`config.mk`:
```
export PLATFORM = sky130hd
export DESIGN_NAME = tcc_top
export DESIGN_NICKNAME = d
export VERILOG_FILES = /design/src/tcc_pkg.sv /design/src/tcc_edge_det.sv /design/src/tcc_top.sv
export VERILOG_INCLUDE_DIRS = /design/src /design/src/src
export SDC_FILE = /design/constraint.sdc
export NUM_CORES = 1
export LEC_CHECK = 0
export ABC_AREA = 1
export BUFFER_PORTS_ARGS = -buffer_cell sky130_fd_sc_hd__clkbuf_2
export CORE_ASPECT_RATIO = 0.8
export CORE_UTILIZATION = 37
export DETAILED_ROUTE_END_ITERATION = 16
export PLACE_DENSITY = 0.61
export SYNTH_ARGS = -nofsm -noshare
export SYNTH_HDL_FRONTEND = slang
export SYNTH_HIERARCHICAL = 1
export SYNTH_SLANG_ARGS = --single-unit
export TNS_END_PERCENT = 50
```
`constraint.sdc`:
```
create_clock -name clk_i -period 2.2 [get_ports clk_i]
set_input_delay 0.11 -clock clk_i [delete_from_list [all_inputs] [get_ports clk_i]]
set_output_delay 0.11 -clock clk_i [all_outputs]
set_load 0.005 [all_outputs]
```
`src/tcc_consts.svh`:
```
// register offsets, field positions, reset values and timing counts for the capture/compare timer
`ifndef TCC_CONSTS_SVH
`define TCC_CONSTS_SVH

// ------------------------------------------------------------
// register word indexes (byte address = index * 4)
// ------------------------------------------------------------
`define TCC_IX_COUNT      6'h00
`define TCC_IX_MASK_TWO   6'h01
`define TCC_IX_FLAG_TWO   6'h02
`define TCC_IX_DIRECTION  6'h03
`define TCC_IX_ACC_CTRL   6'h04
`define TCC_IX_CAP1       6'h05
`define TCC_IX_CAP2       6'h06
`define TCC_IX_CAP3       6'h07
`define TCC_IX_SHARED     6'h08
`define TCC_IX_CMP1       6'h09
`define TCC_IX_CMP4       6'h0C
`define TCC_IX_FLAGS      6'h0D
`define TCC_IX_MASKS      6'h0E
`define TCC_IX_EDGE_CTRL  6'h0F
`define TCC_IX_PIN_CTRL   6'h10
`define TCC_IX_OC1_MASK   6'h11
`define TCC_IX_OC1_DATA   6'h12
`define TCC_IX_PINS       6'h13

// ------------------------------------------------------------
// field positions
// ------------------------------------------------------------
`define TCC_BIT_TOI       7
`define TCC_BIT_TOF       7
`define TCC_BIT_SHDIR     3
`define TCC_BIT_SHSEL     2
`define TCC_BIT_SHFLAG    3
`define TCC_BIT_HIBYTE    1

// ------------------------------------------------------------
// reset values and timing
// ------------------------------------------------------------
`define TCC_CMP_RST       16'hFFFF
`define TCC_CNT_MAX       16'hFFFF
`define TCC_PR_WINDOW     7'h40
`define TCC_DIV1_LIM      4'h0
`define TCC_DIV4_LIM      4'h3
`define TCC_DIV8_LIM      4'h7
`define TCC_DIV16_LIM     4'hF

`endif

```
`src/tcc_pkg.sv`:
```
// shared types of the capture/compare timer
package tcc_pkg;
  typedef enum logic [1:0] {
    TCC_EDGE_OFF  = 2'h0,
    TCC_EDGE_RISE = 2'h1,
    TCC_EDGE_FALL = 2'h2,
    TCC_EDGE_ANY  = 2'h3
  } tcc_edge_t;

  typedef enum logic [1:0] {
    TCC_ACT_NONE   = 2'h0,
    TCC_ACT_TOGGLE = 2'h1,
    TCC_ACT_CLEAR  = 2'h2,
    TCC_ACT_SET    = 2'h3
  } tcc_act_t;
endpackage

```
`src/tcc_edge_det.sv`:
```
// pin synchroniser and selected-edge detector for one capture input
module tcc_edge_det (
  // clock and reset
  input wire logic clk_i,
  input wire logic srst_i,
  // pin and edge selection
  input wire logic pin_i,
  input wire logic [1:0] edge_sel_i,
  // detected edge, one-cycle pulse
  output logic evt_o
);
  logic s1_q;
  logic s2_q;
  logic s3_q;
  logic lvl_q;
  logic rise;
  logic fall;

  // s1_q feeds only s2_q; a level change counts once s2 and s3 agree
  always_ff @(posedge clk_i)
  begin
    if (srst_i)
    begin
      s1_q <= 1'b0;
      s2_q <= 1'b0;
      s3_q <= 1'b0;
    end
    else
    begin
      s1_q <= pin_i;
      s2_q <= s1_q;
      s3_q <= s2_q;
    end
  end

  always_ff @(posedge clk_i)
  begin
    if (srst_i)
      lvl_q <= 1'b0;
    else if (s2_q == s3_q)
      lvl_q <= s3_q;
  end

  assign rise = (s2_q == s3_q) && s3_q && !lvl_q;
  assign fall = (s2_q == s3_q) && !s3_q && lvl_q;

  always_comb
  begin
    case (tcc_pkg::tcc_edge_t'(edge_sel_i))
      tcc_pkg::TCC_EDGE_RISE: evt_o = rise;
      tcc_pkg::TCC_EDGE_FALL: evt_o = fall;
      tcc_pkg::TCC_EDGE_ANY: evt_o = rise || fall;
      default: evt_o = 1'b0;
    endcase
  end

  property p_edge_sel;
    @(posedge clk_i) disable iff (srst_i)
      (edge_sel_i == tcc_pkg::TCC_EDGE_OFF) |-> !evt_o;
  endproperty
  a_edge_sel : assert property (p_edge_sel) else $error("capture event while edge field disabled");
endmodule

```
`src/tcc_top.sv`:
```
// capture/compare timer: free-running counter, four captures, five compares, wishbone registers
//
// What this block does
// - sixteen-bit counter counts up from zero, wraps and sets overflow flag.
// - overflow interrupt request follows the overflow flag only while enabled.
// - prescaler codes 0..3 divide the counter clock by 1, 4, 8, 16.
// - prescaler field takes one write, only within 64 cycles after reset.
// - shared pin: capture four needs input and select set; compare five the reverse.
// - writing one to shared register captures when pin output and capture four enabled.
// - selected edge copies whole counter into capture register in one transfer.
// - high-byte read blocks capture one cycle; pending capture lands one cycle later.
// - capture flags set on each selected edge; shared flag when capture four enabled.
// - flags clear only by writing one; writing zero leaves them.
// - channel interrupt needs flag and mask; shared one needs its function enabled.
// - edge field: off, rising, falling, either edge.
// - reset clears edge fields; capture four works only when select chooses capture.
// - captures are independent; same-cycle edges capture identical count.
// - five compare registers reset to all ones, compared each counter step.
// - match sets flag and performs pin action every time, flag state regardless.
// - channels two to five: disconnect, toggle, clear or set own pin.
// - compare one drives the pins pa3..pa7 chosen by mask and data registers.
// - compare one loads masked pins from data pattern, leaves others.
// - compare registers are read-write storage even when channel unused.
// - compare five match sets shared flag while compare five enabled.
// - capture latched away from counter update, fixed delay edge-to-value and match-to-pin.
//
// The placing of the registers and register access over Wishbone were decided locally.
`include "tcc_consts.svh"

module tcc_top (
  // clock and reset
  input wire logic clk_i,
  input wire logic srst_i,
  // wishbone slave
  input wire logic cyc_i,
  input wire logic stb_i,
  input wire logic we_i,
  input wire logic [7:0] adr_i,
  input wire logic [3:0] sel_i,
  input wire logic [31:0] dat_i,
  output logic [31:0] dat_o,
  output logic ack_o,
  // port a timer pins: inputs pa0..pa3, outputs pa3..pa7
  input wire logic [3:0] pa_i,
  output logic [4:0] pa_o,
  output logic [4:0] pa_oe_o,
  // interrupt requests
  output logic ovf_irq_o,
  output logic [7:0] chan_irq_o
);
  // ------------------------------------------------------------
  // registers and wires
  // ------------------------------------------------------------
  logic [15:0] count_q;
  logic [3:0] div_q;
  logic [3:0] div_lim;
  logic tick;
  logic upd_q;
  logic ovf_q;
  logic toi_q;
  logic [1:0] pr_q;
  logic pr_done_q;
  logic [6:0] win_q;
  logic [7:0] port_a_direction_q;
  logic [7:0] accumulator_control_q;
  logic [7:0] flags_q;
  logic [7:0] masks_q;
  logic [7:0] edge_q;
  logic [7:0] tctl_q;
  logic [7:0] compare1_pin_mask_q;
  logic [7:0] compare1_data_pattern_q;
  logic [15:0] cmp_q [4];
  logic ack_q;
  logic [31:0] rdat_q;
  logic req;
  logic wr;
  logic [5:0] ix;
  logic sh_dir;
  logic sh_sel;
  logic cap4_en;
  logic oc5_en;
  logic sw_cap;
  logic [3:0] ev;
  logic [3:0] blk;
  logic [4:0] oc_m;
  logic sh_set;
  logic [7:0] set_v;
  logic [7:0] clr_v;
  logic [15:0] cap_v [4];

  assign ix = adr_i[7:2];
  assign req = cyc_i && stb_i && !ack_q;
  assign wr = cyc_i && stb_i && we_i && ack_q;
  assign sh_dir = port_a_direction_q[`TCC_BIT_SHDIR];
  assign sh_sel = accumulator_control_q[`TCC_BIT_SHSEL];
  assign cap4_en = sh_sel && (edge_q[7:6] != 2'h0);
  assign oc5_en = !sh_sel;
  assign sw_cap = wr && (ix == `TCC_IX_SHARED) && sh_dir && cap4_en && dat_i[0];

  // ------------------------------------------------------------
  // prescaler and free-running counter
  // ------------------------------------------------------------
  always_comb
  begin
    case (pr_q)
      2'h1: div_lim = `TCC_DIV4_LIM;
      2'h2: div_lim = `TCC_DIV8_LIM;
      2'h3: div_lim = `TCC_DIV16_LIM;
      default: div_lim = `TCC_DIV1_LIM;
    endcase
  end

  assign tick = (div_q >= div_lim);

  always_ff @(posedge clk_i)
  begin
    if (srst_i)
      div_q <= 4'h0;
    else if (tick)
      div_q <= 4'h0;
    else
      div_q <= div_q + 4'h1;
  end

  // upd_q marks the cycle in which a fresh count is on view to comparators
  always_ff @(posedge clk_i)
  begin
    if (srst_i)
    begin
      count_q <= 16'h0000;
      upd_q <= 1'b1;
    end
    else
    begin
      upd_q <= tick;
      if (tick)
        count_q <= count_q + 16'h0001;
    end
  end

  // set wins over a simultaneous clear
  always_ff @(posedge clk_i)
  begin
    if (srst_i)
      ovf_q <= 1'b0;
    else if (tick && (count_q == `TCC_CNT_MAX))
      ovf_q <= 1'b1;
    else if (wr && (ix == `TCC_IX_FLAG_TWO) && dat_i[`TCC_BIT_TOF])
      ovf_q <= 1'b0;
  end

  assign ovf_irq_o = ovf_q && toi_q;

  // ------------------------------------------------------------
  // control registers
  // ------------------------------------------------------------
  always_ff @(posedge clk_i)
  begin
    if (srst_i)
      win_q <= 7'h00;
    else if (win_q < `TCC_PR_WINDOW)
      win_q <= win_q + 7'h01;
  end

  always_ff @(posedge clk_i)
  begin
    if (srst_i)
    begin
      toi_q <= 1'b0;
      pr_q <= 2'h0;
      pr_done_q <= 1'b0;
    end
    else if (wr && (ix == `TCC_IX_MASK_TWO))
    begin
      toi_q <= dat_i[`TCC_BIT_TOI];
      if (!pr_done_q && (win_q < `TCC_PR_WINDOW))
      begin
        pr_q <= dat_i[1:0];
        pr_done_q <= 1'b1;
      end
    end
  end

  always_ff @(posedge clk_i)
  begin
    if (srst_i)
    begin
      port_a_direction_q <= 8'h00;
      accumulator_control_q <= 8'h00;
      masks_q <= 8'h00;
      edge_q <= 8'h00;
      tctl_q <= 8'h00;
      compare1_pin_mask_q <= 8'h00;
      compare1_data_pattern_q <= 8'h00;
    end
    else if (wr)
    begin
      case (ix)
        `TCC_IX_DIRECTION: port_a_direction_q <= dat_i[7:0];
        `TCC_IX_ACC_CTRL: accumulator_control_q <= dat_i[7:0];
        `TCC_IX_MASKS: masks_q <= dat_i[7:0];
        `TCC_IX_EDGE_CTRL: edge_q <= dat_i[7:0];
        `TCC_IX_PIN_CTRL: tctl_q <= dat_i[7:0];
        `TCC_IX_OC1_MASK: compare1_pin_mask_q <= dat_i[7:0];
        `TCC_IX_OC1_DATA: compare1_data_pattern_q <= dat_i[7:0];
        default: ;
      endcase
    end
  end

  // ------------------------------------------------------------
  // compare registers and comparators
  // ------------------------------------------------------------
  genvar g;
  generate
    for (g = 0; g < 4; g++)
    begin : g_cmp
      always_ff @(posedge clk_i)
      begin
        if (srst_i)
          cmp_q[g] <= `TCC_CMP_RST;
        else if (wr && (ix == `TCC_IX_CMP1 + 6'(g)))
          cmp_q[g] <= dat_i[15:0];
      end
      // compared only when the count has just moved, so a match is one pulse
      assign oc_m[4 - g] = upd_q && (count_q == cmp_q[g]);
    end
  endgenerate

  assign oc_m[0] = oc5_en && upd_q && (count_q == cap_v[3]);

  // ------------------------------------------------------------
  // capture channels; channel 3 is the shared register
  // ------------------------------------------------------------
  generate
    for (g = 0; g < 4; g++)
    begin : g_cap
      logic pin;
      logic [1:0] esel;
      logic det;
      logic pend_q;
      logic [15:0] pval_q;
      logic [15:0] val_q;

      assign pin = (g == 3) ? (pa_i[g] && !sh_dir) : pa_i[g];
      assign esel = (g == 3) ? (sh_sel ? edge_q[7:6] : 2'h0) : edge_q[5 - 2 * (g % 3) -: 2];
      assign blk[g] = req && !we_i && sel_i[`TCC_BIT_HIBYTE] && (ix == `TCC_IX_CAP1 + 6'(g));
      assign ev[g] = det || ((g == 3) && sw_cap);

      tcc_edge_det u_det (
        .clk_i(clk_i),
        .srst_i(srst_i),
        .pin_i(pin),
        .edge_sel_i(esel),
        .evt_o(det)
      );

      always_ff @(posedge clk_i)
      begin
        if (srst_i)
        begin
          pend_q <= 1'b0;
          pval_q <= 16'h0000;
        end
        else if (ev[g] && blk[g])
        begin
          pend_q <= 1'b1;
          pval_q <= count_q;
        end
        else if (!blk[g])
          pend_q <= 1'b0;
      end

      // the count is taken from the count_q flop in the cycle of the event, moved or not, so it is settled
      always_ff @(posedge clk_i)
      begin
        if (srst_i)
          val_q <= (g == 3) ? `TCC_CMP_RST : 16'h0000;
        else if (ev[g] && !blk[g])
          val_q <= count_q;
        else if (pend_q && !blk[g])
          val_q <= pval_q;
        else if ((g == 3) && wr && (ix == `TCC_IX_SHARED) && !sh_sel)
          val_q <= dat_i[15:0];
      end

      assign cap_v[g] = val_q;
    end
  endgenerate

  // ------------------------------------------------------------
  // flags and interrupt requests
  // ------------------------------------------------------------
  assign sh_set = sh_sel ? (cap4_en && ev[3]) : oc_m[0];
  assign set_v = {oc_m[4:1], sh_set, ev[0], ev[1], ev[2]};
  assign clr_v = (wr && (ix == `TCC_IX_FLAGS)) ? dat_i[7:0] : 8'h00;

  always_ff @(posedge clk_i)
  begin
    if (srst_i)
      flags_q <= 8'h00;
    else
      flags_q <= (flags_q & ~clr_v) | set_v;
  end

  always_comb
  begin
    chan_irq_o = flags_q & masks_q;
    if (!(cap4_en || oc5_en))
      chan_irq_o[`TCC_BIT_SHFLAG] = 1'b0;
  end

  // ------------------------------------------------------------
  // compare pin actions; index 4 is pa7, index 0 is the shared pin
  // ------------------------------------------------------------
  generate
    for (g = 0; g < 5; g++)
    begin : g_pin
      logic pin_q;
      logic [1:0] act;
      logic hit;

      assign act = (g < 4) ? tctl_q[2 * (g % 4) +: 2] : 2'h0;
      assign hit = (g < 4) && oc_m[g];

      // compare one is checked first so it overrides a channel action in the same cycle
      always_ff @(posedge clk_i)
      begin
        if (srst_i)
          pin_q <= 1'b0;
        else if (oc_m[4] && compare1_pin_mask_q[g + 3])
          pin_q <= compare1_data_pattern_q[g + 3];
        else if (hit)
        begin
          case (tcc_pkg::tcc_act_t'(act))
            tcc_pkg::TCC_ACT_TOGGLE: pin_q <= !pin_q;
            tcc_pkg::TCC_ACT_CLEAR: pin_q <= 1'b0;
            tcc_pkg::TCC_ACT_SET: pin_q <= 1'b1;
            default: ;
          endcase
        end
      end

      assign pa_o[g] = pin_q;
    end
  endgenerate

  assign pa_oe_o = port_a_direction_q[7:3];

  // ------------------------------------------------------------
  // wishbone slave: ack one cycle after the request, data from flops
  // ------------------------------------------------------------
  always_ff @(posedge clk_i)
  begin
    if (srst_i)
      ack_q <= 1'b0;
    else
      ack_q <= req;
  end

  always_ff @(posedge clk_i)
  begin
    if (srst_i)
      rdat_q <= 32'h0000_0000;
    else if (req && !we_i)
    begin
      rdat_q <= 32'h0000_0000;
      case (ix)
        `TCC_IX_COUNT: rdat_q[15:0] <= count_q;
        `TCC_IX_MASK_TWO: rdat_q[7:0] <= {toi_q, 5'h00, pr_q};
        `TCC_IX_FLAG_TWO: rdat_q[7:0] <= {ovf_q, 7'h00};
        `TCC_IX_DIRECTION: rdat_q[7:0] <= port_a_direction_q;
        `TCC_IX_ACC_CTRL: rdat_q[7:0] <= accumulator_control_q;
        `TCC_IX_CAP1: rdat_q[15:0] <= cap_v[0];
        `TCC_IX_CAP2: rdat_q[15:0] <= cap_v[1];
        `TCC_IX_CAP3: rdat_q[15:0] <= cap_v[2];
        `TCC_IX_SHARED: rdat_q[15:0] <= cap_v[3];
        `TCC_IX_FLAGS: rdat_q[7:0] <= flags_q;
        `TCC_IX_MASKS: rdat_q[7:0] <= masks_q;
        `TCC_IX_EDGE_CTRL: rdat_q[7:0] <= edge_q;
        `TCC_IX_PIN_CTRL: rdat_q[7:0] <= tctl_q;
        `TCC_IX_OC1_MASK: rdat_q[7:0] <= compare1_pin_mask_q;
        `TCC_IX_OC1_DATA: rdat_q[7:0] <= compare1_data_pattern_q;
        `TCC_IX_PINS: rdat_q[7:0] <= {pa_o, pa_i[2:0]};
        default:
        begin
          if ((ix >= `TCC_IX_CMP1) && (ix <= `TCC_IX_CMP4))
            rdat_q[15:0] <= cmp_q[2'(ix - `TCC_IX_CMP1)];
        end
      endcase
    end
  end

  assign ack_o = ack_q;
  assign dat_o = rdat_q;

  // ------------------------------------------------------------
  // checks
  // ------------------------------------------------------------
  property p_wrap;
    @(posedge clk_i) disable iff (srst_i)
      (tick && count_q == `TCC_CNT_MAX) |=> (count_q == 16'h0000) && ovf_q;
  endproperty
  a_wrap : assert property (p_wrap) else $error("counter wrap missed overflow");

  property p_ovf_irq;
    @(posedge clk_i) disable iff (srst_i)
      (ovf_q && toi_q) || !ovf_irq_o;
  endproperty
  a_ovf_irq : assert property (p_ovf_irq) else $error("overflow request without flag and enable");

  property p_div4;
    @(posedge clk_i) disable iff (srst_i)
      (pr_q == 2'h1 && tick && $stable(pr_q)) |=> !tick [*3] ##1 tick;
  endproperty
  a_div4 : assert property (p_div4) else $error("divide by four spacing wrong");

  property p_pr_lock;
    @(posedge clk_i) disable iff (srst_i)
      (pr_done_q || win_q == `TCC_PR_WINDOW) |=> $stable(pr_q);
  endproperty
  a_pr_lock : assert property (p_pr_lock) else $error("prescaler changed after lock");

  property p_cap;
    @(posedge clk_i) disable iff (srst_i)
      (ev[0] && !blk[0]) |=> cap_v[0] == $past(count_q);
  endproperty
  a_cap : assert property (p_cap) else $error("capture value wrong");

  property p_cap_blk;
    @(posedge clk_i) disable iff (srst_i)
      (ev[1] && blk[1]) |=> $stable(cap_v[1]) ##1 (cap_v[1] == $past(count_q, 2) || blk[1]);
  endproperty
  a_cap_blk : assert property (p_cap_blk) else $error("blocked capture lost");

  property p_flag_hold;
    @(posedge clk_i) disable iff (srst_i)
      (flags_q[7] && !(wr && ix == `TCC_IX_FLAGS && dat_i[7])) |=> flags_q[7];
  endproperty
  a_flag_hold : assert property (p_flag_hold) else $error("flag cleared without write of one");

  property p_cmp_rst;
    @(posedge clk_i) srst_i |=> cmp_q[0] == `TCC_CMP_RST && cmp_q[3] == `TCC_CMP_RST;
  endproperty
  a_cmp_rst : assert property (p_cmp_rst) else $error("compare register reset wrong");

  property p_clear_act;
    @(posedge clk_i) disable iff (srst_i)
      (oc_m[3] && tctl_q[7:6] == 2'h2 && !(oc_m[4] && compare1_pin_mask_q[6])) |=> !pa_o[3] && flags_q[6];
  endproperty
  a_clear_act : assert property (p_clear_act) else $error("compare two clear action missed");

  property p_oc1;
    @(posedge clk_i) disable iff (srst_i)
      (oc_m[4] && compare1_pin_mask_q[7]) |=> pa_o[4] == $past(compare1_data_pattern_q[7]);
  endproperty
  a_oc1 : assert property (p_oc1) else $error("compare one pattern not applied");
endmodule
```
==> run metrics <==
status=finished, final reports clean; Tot GR Track Use=0.288; global route overflow=0; vias post-DR=around 17k; count of pins over their slew limit=0; uppermost layer routed=met4; count of mapped cells out of synthesis=2436; worst min path class=input port to register; summed negative setup slack over all endpoints=0 ns; pin count of the biggest net entering global routing=65; maximum fanout along the worst path=16; starting utilization of the core area=0.375; CP required=around 2.5 ns; Area Growth Syn to Fin=20.4%; area of the core=45700 um2; Vias/cell=5.41; footprint of the flip-flops and latches=between 7000 and 8000 um2; kind of end point of the critical path=register; deepest level of the CTS H-tree=2; final setup violation count=0; flop and latch count out of synthesis=331; maximum clock frequency=about 490 MHz; die span in y=just under 200 um; worst rel slew slack=0.338; worst setup slack after placement=just under 0.005 ns; area of the die=47200 um2; commonest cells after routing, fill and taps aside=sky130_fd_sc_hd__nand2_1, sky130_fd_sc_hd__dfxtp_1, sky130_fd_sc_hd__o21ai_0; CTS Root Buffer Type=sky130_fd_sc_hd__clkbuf_16; yosys warns=6; drt wl/cell=21.2 um; most frequent standard cell in the layout excluding fill and tap cells=sky130_fd_sc_hd__nand2_1; unrepaired setup endpoints after global routing=false; post-synthesis cell type count=41; register area share after synthesis=0.424; CTS tree=yes; number of nets in the layout=approximately 2.7k; drt drc=0; number of max-cap violations=0; antenna violations before repair=1; ratio of cells with drive above 1 in the final layout=0.134; mapped cell area=17100 um2; final weighted congestion of routability-driven global placement=about 1.0; final-report hold violation count=0; overall power consumption=13.6 mW; Chip Width=between 200 and 250 um; number of input and output port buffers inserted=67; number of global-route vias before repair=about 16k; fill cell instance count of the final layout=~4.7k; number of design-rule violations left by the first detailed-router iteration=around 2k; number of clock buffers inserted by TritonCTS=38; critical path class=register to register; leakage dissipation=between 8 and 9 nW; Pwr Density=approximately 660 nW/um2; combined area of the multi-input logic cells=around 8200 um2; sum of routed wire length over all layers=slightly below 70000 um; Post-Route M1 WL=30800 um; final core utilization=0.451; worst skew pair latency=0.55 ns; crit path time final=a little over 2 ns; total met2 wirelength after detailed routing=about 29000 um; HPWL after DPL=between 50000 and 60000 um; clock sink count=~330; worst-case setup margin in the final layout=approximately 0.16 ns; Clock Skew=around 0.034 ns; residual antenna-violating net count after detailed routing=0; number of cell rows=70; Pre-Repair DR Iteration Count=6; average footprint of a synthesized cell=7.03 um2; CP Data Arrival Time=between 2 and 2.5 ns; register clock-pin slew on the reported worst setup and hold paths=about 0.060 ns; transition time of the tightest slew-check pin=between 0.9 and 1 ns; metal3 WL=7260 um; CP Launch Type=register; Top Ports=about 110; IR Drop Worst-Case VDD=between 0.5 and 0.6 mV; wire length of the first global-routing pass=around 100000 um; clock buffer depth=3; count of antenna diodes in the layout=0; final worst-path cycle share=0.929
-- per-layer routing --
layer,vias to the layer above,global-route usage
li1,8299,-
met4,0,0.0675
met1,8224,0.421
met3,100,0.0554
met5,-,0
met2,856,0.433
-- cells in the mapped netlist (all sizes together) --
master,n,area [um2]
a211oi,22,165
and3,2,12.5
ha,22,275
clkbuf,80,300
nand2,612,2320
clkinv,10,37.5
nand3,135,686
or2,2,12.5
o22ai,49,307
o21ai,266,1330
conb,1,3.75
nand4,41,257
xnor2,22,193
nor4,3,18.8
nand3b,13,97.6
o211ai,10,75.1
nor2,243,1030
inv,235,882
a31oi,3,18.8
dfxtp,267,5350
a21oi,225,1140
buf,78,483
o31ai,2,15.0
xor2,6,52.6
nand2b,1,6.26
nor3b,2,15.0
edfxtp,64,1920
nor3,18,113
o21bai,2,15.0
-- sequential cells by signal, indices dropped and copies added (netlist names), 4 cells and up --
name / count
accumulator_control_q: 8
g_pin.pin_q: 5
count_q: 16
port_a_direction_q: 8
masks_q: 8
compare1_data_pattern_q: 8
g_cap.u_det/s2_q: 4
tctl_q: 8
g_cap.val_q: 64
div_q: 4
edge_q: 8
dat_o: 16
win_q: 7
compare1_pin_mask_q: 8
g_cap.pval_q: 64
g_cap.u_det/s3_q: 4
g_cap.pend_q: 4
cmp_q: 64
g_cap.u_det/s1_q: 4
flags_q: 8
g_cap.u_det/lvl_q: 4
-- power breakdown --
part | leakage (nW) | internal, mW | total [mW] | switching [mW]
registers | 2.61 | 6.21 | 6.24 | 0.0299
logic | 5.72 | 0.269 | 0.870 | 0.601
clock network | 0.619 | 3.76 | 6.47 | 2.70
-- repair_timing --
item / 4_1_cts / 5_1_grt
resized for setup: 0 / 4
setup endpoints to repair: 0 / 13
hold endpoints to repair: 63 / 0
hold buffers: 22 / 0
buffers inserted: 0 / 3
-- per-stage QoR --
step / instance area [um2] / hold slack, ns / cells
finish: 20600 / 0.0497 / 3230
global route: 20600 / 0.0559 / 3230
CTS: 20600 / 0.00528 / 3227
detailed placement: 19100 / 0.326 / 3136
global placement: 19100 / 0.323 / 3136
floorplan: 17200 / 0.181 / 2451
-- cell families after synthesis --
| group | share of synthesized area |
|---|---|
| AND/OR/NAND/NOR | 0.267 |
| XOR/XNOR | 0.0143 |
| other | 0.000219 |
| AO/OA/AOI/OAI | 0.179 |
| adder cells (fa/ha/maj) | 0.0161 |
| buffers and inverters | 0.0994 |
| flip-flops | 0.424 |
-- worst max-delay path, cell delays in order, from the launching register on --
cell and delay, ns:
sky130_fd_sc_hd__dfxtp_1 0.42, sky130_fd_sc_hd__nand3_2 0.31, sky130_fd_sc_hd__inv_1 0.33, sky130_fd_sc_hd__nand3_1 0.18, sky130_fd_sc_hd__nor2_1 0.23, sky130_fd_sc_hd__buf_12 0.19, sky130_fd_sc_hd__nand2_1 0.06
-- path summary, 6_finish.rpt --
path,start,to,slack [ns],cells after the start
setup / recovery,ack_o,cmp_q[3][3],0.16,6
hold reg to reg,g_cap[2].u_det/s1_q,g_cap[2].u_det/s2_q,0.40,2
hold / removal,dat_i[4],g_cap[3].val_q[4],0.05,5
setup reg to reg,ack_o,cmp_q[3][3],0.16,6
-- final cells by class --
cell class / instances / area share
Timing Repair Buffer: 256 / 0.105
Sequential cell: 331 / 0.353
Clock buffer: 50 / 0.0513
Clock inverter: 19 / 0.00977
Tap cell: 612 / 0.0371
Multi-Input combinational cell: 1717 / 0.399
Inverter: 245 / 0.0449
Power figures use the tool's default switching activity.
